## src/design/bum_pkg.sv

```systemverilog
// Purpose: Constants and types for the boot update mode selector.
// Assumes: Strap pins report a driven level and a floating indication.
// Notes:   Mode codes are internal only.
package bum_pkg;

  // ==========================================================================
  // Mode selection
  typedef enum logic [1:0] {
    MODE_OFF,
    MODE_I2C,
    MODE_UART,
    MODE_SPI
  } bum_mode_t;

  // ==========================================================================
  // Port pin indices
  localparam int PIN_COUNT = 4;
  localparam int PIN_CS    = 0;
  localparam int PIN_DIN   = 1;
  localparam int PIN_MISO  = 2;
  localparam int PIN_DOUT  = 3;

  // ==========================================================================
  // Idle levels of the routed inputs
  localparam logic DATA_IN_IDLE   = 1'b1;
  localparam logic SELECT_IN_IDLE = 1'b1;
  localparam logic CLOCK_IN_IDLE  = 1'b0;
  localparam logic SDA_IN_IDLE    = 1'b1;

endpackage

```

## src/design/bum_boot_update_mode_select.sv

```systemverilog
// Purpose: Latches the strap-selected field update mode and routes four
//          port pins to the chosen serial interface.
// Assumes: Inputs are synchronous to sys_clk; reset covers power-on and
//          chip reset.
// Notes:   Pins are split into input, output and output enable.
`timescale 1ns/1ps

module bum_boot_update_mode_select (
  input  wire logic                sys_clk,
  input  wire logic                reset,
  input  wire logic                ownerPolicySetting,
  input  wire logic                strapSelectLow,
  input  wire logic                strapSelectLowFloat,
  input  wire logic                strapSelectHigh,
  input  wire logic                strapSelectHighFloat,
  input  wire logic [3:0]          updatePortIn,
  output logic      [3:0]          updatePortOut,
  output logic      [3:0]          updatePortOe,
  input  wire logic                spiSelectOut,
  input  wire logic                spiMisoOut,
  input  wire logic                serialDataOut,
  input  wire logic                serialClockOut,
  input  wire logic                sdaOut,
  input  wire logic                sclOut,
  output logic                     serialDataIn,
  output logic                     spiSelectIn,
  output logic                     serialClockIn,
  output logic                     sdaIn,
  output bum_pkg::bum_mode_t       modeSelected,
  output logic                     modeLatched,
  output logic                     normalBoot
);
  import bum_pkg::*;

  // ==========================================================================
  // Strap decode
  bum_mode_t strapMode;
  bum_mode_t decoded;
  logic      strapsDriven;

  always_comb begin
    strapsDriven = !strapSelectLowFloat && !strapSelectHighFloat;
  end

  always_comb begin
    strapMode = MODE_OFF;
    unique case ({strapSelectHigh, strapSelectLow})
      2'b10: begin
        strapMode = MODE_UART;
      end
      2'b01: begin
        strapMode = MODE_I2C;
      end
      2'b11: begin
        strapMode = MODE_SPI;
      end
      2'b00: begin
        strapMode = MODE_OFF;
      end
    endcase
  end

  always_comb begin
    decoded = MODE_OFF;
    if (ownerPolicySetting && strapsDriven) begin
      decoded = strapMode;
    end
  end

  // ==========================================================================
  // Latch at reset release
  logic sampled_q;

  always_ff @(posedge sys_clk) begin
    if (reset) begin
      sampled_q <= 1'b0;
    end else begin
      sampled_q <= 1'b1;
    end
  end

  always_ff @(posedge sys_clk) begin
    if (reset) begin
      modeSelected <= MODE_OFF;
    end else if (!sampled_q) begin
      modeSelected <= decoded;
    end
  end

  // ==========================================================================
  // Boot status
  always_ff @(posedge sys_clk) begin
    if (reset) begin
      modeLatched <= 1'b0;
    end else begin
      modeLatched <= sampled_q;
    end
  end

  always_ff @(posedge sys_clk) begin
    if (reset) begin
      normalBoot <= 1'b0;
    end else begin
      normalBoot <= sampled_q && (modeSelected == MODE_OFF);
    end
  end

  // ==========================================================================
  // Pin drive values
  always_ff @(posedge sys_clk) begin
    if (reset) begin
      updatePortOut <= 4'h0;
    end else begin
      updatePortOut <= 4'h0;
      unique case (modeSelected)
        MODE_I2C: begin
          updatePortOut[PIN_DIN]  <= 1'b0;
          updatePortOut[PIN_DOUT] <= 1'b0;
        end
        MODE_UART: begin
          updatePortOut[PIN_DOUT] <= serialDataOut;
        end
        MODE_SPI: begin
          updatePortOut[PIN_MISO] <= spiMisoOut;
        end
        MODE_OFF: begin
          updatePortOut <= 4'h0;
        end
      endcase
    end
  end

  always_ff @(posedge sys_clk) begin
    if (reset) begin
      updatePortOe <= 4'h0;
    end else begin
      updatePortOe <= 4'h0;
      unique case (modeSelected)
        MODE_I2C: begin
          updatePortOe[PIN_DIN]  <= !sclOut;
          updatePortOe[PIN_DOUT] <= !sdaOut;
        end
        MODE_UART: begin
          updatePortOe[PIN_DOUT] <= 1'b1;
        end
        MODE_SPI: begin
          updatePortOe[PIN_MISO] <= !spiSelectIn;
        end
        MODE_OFF: begin
          updatePortOe <= 4'h0;
        end
      endcase
    end
  end

  // ==========================================================================
  // Routed inputs
  always_ff @(posedge sys_clk) begin
    if (reset) begin
      serialDataIn <= DATA_IN_IDLE;
    end else begin
      unique case (modeSelected)
        MODE_I2C, MODE_UART, MODE_SPI: begin
          serialDataIn <= updatePortIn[PIN_DIN];
        end
        MODE_OFF: begin
          serialDataIn <= DATA_IN_IDLE;
        end
      endcase
    end
  end

  always_ff @(posedge sys_clk) begin
    if (reset) begin
      spiSelectIn <= SELECT_IN_IDLE;
    end else begin
      unique case (modeSelected)
        MODE_SPI: begin
          spiSelectIn <= updatePortIn[PIN_CS];
        end
        MODE_I2C, MODE_UART, MODE_OFF: begin
          spiSelectIn <= SELECT_IN_IDLE;
        end
      endcase
    end
  end

  always_ff @(posedge sys_clk) begin
    if (reset) begin
      serialClockIn <= CLOCK_IN_IDLE;
    end else begin
      unique case (modeSelected)
        MODE_SPI: begin
          serialClockIn <= updatePortIn[PIN_DOUT];
        end
        MODE_I2C, MODE_UART, MODE_OFF: begin
          serialClockIn <= CLOCK_IN_IDLE;
        end
      endcase
    end
  end

  always_ff @(posedge sys_clk) begin
    if (reset) begin
      sdaIn <= SDA_IN_IDLE;
    end else begin
      unique case (modeSelected)
        MODE_I2C: begin
          sdaIn <= updatePortIn[PIN_DOUT];
        end
        MODE_UART, MODE_SPI, MODE_OFF: begin
          sdaIn <= SDA_IN_IDLE;
        end
      endcase
    end
  end

endmodule

```

## config.mk

```make
export PLATFORM = sky130hd
export DESIGN_NAME = bum_boot_update_mode_select
export DESIGN_NICKNAME = d
export VERILOG_FILES = /design/src/design/bum_pkg.sv /design/src/design/bum_boot_update_mode_select.sv
export SDC_FILE = /design/constraint.sdc
export NUM_CORES = 1
export LEC_CHECK = 0
export ABC_AREA = 1
export BUFFER_PORTS_ARGS = -buffer_cell sky130_fd_sc_hd__buf_2
export CAP_MARGIN = 20
export CORE_MARGIN = 1.5
export CORE_UTILIZATION = 34
export CTS_BUF_LIST = sky130_fd_sc_hd__clkbuf_4 sky130_fd_sc_hd__clkbuf_8
export DETAILED_ROUTE_END_ITERATION = 10
export PLACE_DENSITY = 0.66
export SYNTH_ARGS = -nofsm -noshare
export SYNTH_HDL_FRONTEND = slang
export SYNTH_SLANG_ARGS = --single-unit
export TNS_END_PERCENT = 100
```

## constraint.sdc

```tcl
create_clock -name sys_clk -period 1.2 [get_ports sys_clk]
set_input_delay 0.18 -clock sys_clk [delete_from_list [all_inputs] [get_ports sys_clk]]
set_output_delay 0.18 -clock sys_clk [all_outputs]
set_load 0.01 [all_outputs]
```

-- Word-level counts from Yosys, hierarchy flattened
Index checks and enable logic that the tools add are counted.
- bits in registers: 17
- input bits: 17
- logic and storage cells: 48
- eq/ne operators: 6
- multiplexer cells: 8
- bitwise logic cells: 3
- reductions and logical operators: 16
- operators by type and width (kind ; number):
    $pmux W1 S2 ; 5
    $reduce_or A3 Y1 ; 3
    $eq A2 B2 Y1 const B ; 4
    $pmux W2 S4 ; 1
    $reduce_or A2 Y1 ; 3
    $logic_not A1 Y1 ; 5
    $eq A2 B1 Y1 const B ; 2
    $logic_not A2 Y1 ; 2
    $logic_and A1 B1 Y1 ; 3
    $not A1 Y1 ; 3
    $mux W2 ; 1
    $mux W1 ; 1

-- Longest topological paths before layout
- depth after elaboration: 4
- depth in mapped cells: 5
- depth with buffers taken out: 5

-- Worst setup path after synthesis
Ideal clock, no wire load.
- path kind: flip-flop to flip-flop
- from: register modeSelected[0]
- to: register updatePortOe[3]
- arrival: 0.871 ns
- required time: 1.084 ns
- slack: 0.213 ns
- stages on the path, launching flop included: 5
- path buffers: 0
- period minus slack after synthesis: 0.987 ns
- cell sequence: dfxtp_1 > inv_1 > ha_1 > inv_1 > a21oi_1
- longest elaborated chain between the ends: 2
- elaborated cells between the ends (all ways): 3
- ends and longest elaborated chain (element ; line ; source):
    start, declared ; bum_boot_update_mode_select.sv:29 ; output bum_pkg::bum_mode_t modeSelected,
    start signal, assigned ; bum_boot_update_mode_select.sv:86 ; modeSelected <= decoded;
    $eq A2 B2 Y1 or $eq A2 B1 Y1 (tied branches) ; bum_boot_update_mode_select.sv:138 ; unique case (modeSelected)
    $pmux W1 S2 * ; bum_boot_update_mode_select.sv:138 ;
    end signal, assigned by index ; bum_boot_update_mode_select.sv:140 ; updatePortOe[PIN_DIN] <= !sclOut;
    end signal, assigned by index ; bum_boot_update_mode_select.sv:141 ; updatePortOe[PIN_DOUT] <= !sdaOut;
    end signal, assigned by index ; bum_boot_update_mode_select.sv:147 ; updatePortOe[PIN_MISO] <= !spiSelectIn;
    end, declared ; bum_boot_update_mode_select.sv:18 ; output logic [3:0] updatePortOe,
Mark *: on every way between the ends. The rest lies on a longest branch, timed or not.
A chain may end at the register's enable or synchronous reset.

-- Final worst setup path
- from: register modeSelected[0]
- to: register serialClockIn
- longest elaborated chain between the ends: 3
- elaborated cells between the ends (all ways): 6
- ends and longest elaborated chain (element ; line ; source):
    $eq A2 B1 Y1, or another cell as far along ; bum_boot_update_mode_select.sv:192 ; unique case (modeSelected)
    $reduce_or A3 Y1 ; bum_boot_update_mode_select.sv:192 ;
    $pmux W1 S2 * ; bum_boot_update_mode_select.sv:192 ;
    end signal, assigned ; bum_boot_update_mode_select.sv:194 ; serialClockIn <= updatePortIn[PIN_DOUT];
    end, declared ; bum_boot_update_mode_select.sv:27 ; output logic serialClockIn,
Marked as above.

==> metrics.log <==
[metrics] run status: completed
[metrics] CTS H-Tree Depth: 1
[metrics] total CTS buffers: 3
[metrics] number of nets in the final layout: 114
[metrics] Max Cap Viol: 0
[metrics] maximum VDD drop: 501 µV
[metrics] Die Wd: 42.1 µm
[metrics] count of boundary I/O pins: 33
[metrics] critical path's most frequent cell: nor2_1
[metrics] net switching component of the power: 0.000181 W
[metrics] Period minus WS final: 1.05 ns
[metrics] Final Skew: 0.000796 ns
[metrics] cell area after technology mapping: 520 µm²
[metrics] TritonCTS clock tree: yes
[metrics] crit end category: flop
[metrics] final setup TNS: 0 ns
[metrics] CTS-repair resized insts: 0
[metrics] mean post-synth cell area: 8.26 µm²
[metrics] Chip Height: 42.1 µm
[metrics] Post-CTS Hold Buffers: 0
[metrics] drt drc: 0
[metrics] PnR worst setup slack: 0.148 ns
[metrics] highest clock frequency the design can meet: 0.951 GHz
[metrics] total die area: 1770 µm²
[metrics] maximum number of pins on one net before global-route repair: 9
[metrics] Via Count: 438
[metrics] wire length per cell: 8.23 µm
[metrics] power density relative to cell area: 1250 nW/µm²
[metrics] sequential share of power: 55.0%
[metrics] nature of the critical path startpoint: flop
[metrics] Final Instance Area: 691 µm²
[metrics] unrepaired setup endpoints after global routing: false
[metrics] antenna violations before repair: 0
[metrics] share of layout cells above drive strength 1: 34.8%
[metrics] data arrival time of the worst path: 1.27 ns
[metrics] HPWL after detailed placement: 715 µm
[metrics] post-synth cell types: 12
[metrics] clock tree buffer depth: 2
[metrics] via density per instance: 4.09
[metrics] number of clock sinks: 14
[metrics] data required time of the critical path: 1.42 ns
[metrics] area of the multi-input gates: 184 µm²
[metrics] post-CTS setup buffer count: 0
[metrics] first-iteration detailed-routing DRC count: 2
[metrics] highest-delay cell along the critical path: dfxtp_1
[metrics] maximum fanout along the worst path: 5
[metrics] clock group share of total power: 38.5%
[metrics] effective utilization at floorplan: 38.1%
[metrics] cells taking the most area after synthesis: dfxtp_1, nand2_1, ha_1, nor2_1, inv_1
[metrics] Power Internal: 0.000682 W
[metrics] later-pin clock latency in the skew report: 0.27 ns
[metrics] classification of the worst setup path: reg2reg
[metrics] flop and latch count out of synthesis: 14
[metrics] number of optimization iterations in the first detailed-route pass: 4
[metrics] cell taking the most area after synthesis: dfxtp_1
[metrics] worst hold slack across all endpoints: 0.0500 ns
[metrics] total congestion overflow: 0
[metrics] highest cell delay on the worst timing path: 0.41 ns
[metrics] final worst-path cycle share: 87.6%
[metrics] Post-Route WL: 881 µm
[metrics] class of the tightest hold or removal check: in2reg
[metrics] sequential fraction of the synthesis area: 53.8%
[metrics] Core Box Area: 1370 µm²
[metrics] Worst-path clk slew: 0.08 ns
[metrics] leakage power of the design: 0.383 nW
[metrics] combinational cell fraction of total power: 6.5%
[metrics] Synth top area share: 53.8%
[metrics] switching fraction of total power: 21.0%
[metrics] commonest cells after routing, fill and taps aside: buf_2, nand2_1, dfxtp_1, nor2_1, inv_1
[metrics] Placer Congestion: 0.692
[metrics] Slew Limit Fails: 0
[metrics] Root Buffer: clkbuf_4
[metrics] combined flip-flop and latch cell area: 280 µm²
[metrics] DP Worst Slack: 0.136 ns
[metrics] number of nets with antenna violations after routing: 0
[metrics] count of final setup violators: 0
[metrics] Antenna diodes: 0
[metrics] vias in the first global route: 398
[metrics] YS warnings: 0
[metrics] wire length of the first global-routing pass: 1500 µm
[metrics] number of I/O port buffers: 26
[metrics] post-synthesis to final-layout area growth: 32.7%
[metrics] fill cell total of the finished layout: 144
[metrics] global-route usage over all layers: 11.3%
[metrics] std cell rows: 13
[metrics] most common library cell in the layout ignoring fill and taps: buf_2
[metrics] post-detailed-placement cell area: 654 µm²
[metrics] Critical Path, Cell by Cell: inv_1 > ha_1 > nor2_1 > nand2_1 > nor2_1
[metrics] Syn Inst Count: 63
[metrics] hold violation count in the final report: 0
==> synthesized netlist by cell type, drive strengths merged <==
| library cell | number |
|---|---|
| a21oi | 1 |
| buf | 3 |
| conb | 1 |
| dfxtp | 14 |
| ha | 4 |
| inv | 11 |
| nand2 | 15 |
| nand3 | 1 |
| nor2 | 11 |
| or2 | 2 |
==> final timing paths <==
check,cells after the start,from,end,slack [ns]
max,5,modeSelected[0],serialClockIn,0.15
min,2,sclOut,updatePortOe[1],0.05
max reg2reg,5,modeSelected[0],serialClockIn,0.15
min reg2reg,1,spiSelectIn,updatePortOe[2],0.41
==> cell families after synthesis <==
group,after synthesis,synth area share (%)
compound gates,1,0.961
fa+ha+maj,4,9.62
buf+inv,14,12.3
flops,14,53.8
other cells,1,0.720
simple gates,29,22.6
==> through the flow <==
stage / util (%) / power [W] / std cells
finish: 50.5 / 0.000863 / 107
global route: 50.5 / 0.000896 / 107
CTS: 50.5 / 0.000876 / 107
detailed placement: 47.9 / 0.000543 / 103
global placement: 47.9 / 0.000541 / 103
floorplan: - / 0.000519 / 65
==> critical path: cells and delay by family (launching register included) <==
| family | cells | cell delay, ns |
|---|---|---|
| flops | 1 | 0.41 |
| simple gates | 3 | 0.30 |
| fa+ha+maj | 1 | 0.22 |
| buf+inv | 1 | 0.08 |
==> area by class of cell <==
cell class	instances	share of cell area, %
inverter	11	5.98
timing repair buffer	26	18.8
clock buffer	4	5.25
tap	15	2.72
sequential	14	40.6
multi-input combinational	37	26.6
==> power by group through the flow <==
| stage | registers, W | logic [W] | clock network (W) |
|---|---|---|---|
| after floorplan | 0.000489 | 0.0000300 | 0 |
| after global placement | 0.000486 | 0.0000556 | 0 |
| after detailed placement | 0.000486 | 0.0000566 | 0 |
| after CTS | 0.000475 | 0.0000568 | 0.000344 |
| after global routing | 0.000476 | 0.0000647 | 0.000355 |
| final | 0.000475 | 0.0000561 | 0.000332 |
==> registers in the layout (all words and copies together), names as in the netlist <==
name,count
updatePortOe,3
modeSelected,2
updatePortOut,2
modeLatched,1
normalBoot,1
sampled_q,1
sdaIn,1
serialClockIn,1
serialDataIn,1
spiSelectIn,1
==> per-layer routing <==
layer  track usage (%)  wire length, µm
met1              12.1              392
met4              7.50               13
met3              3.88               60
met2              18.8              414
met5                 0                0
(Power assumes the default switching activity.)
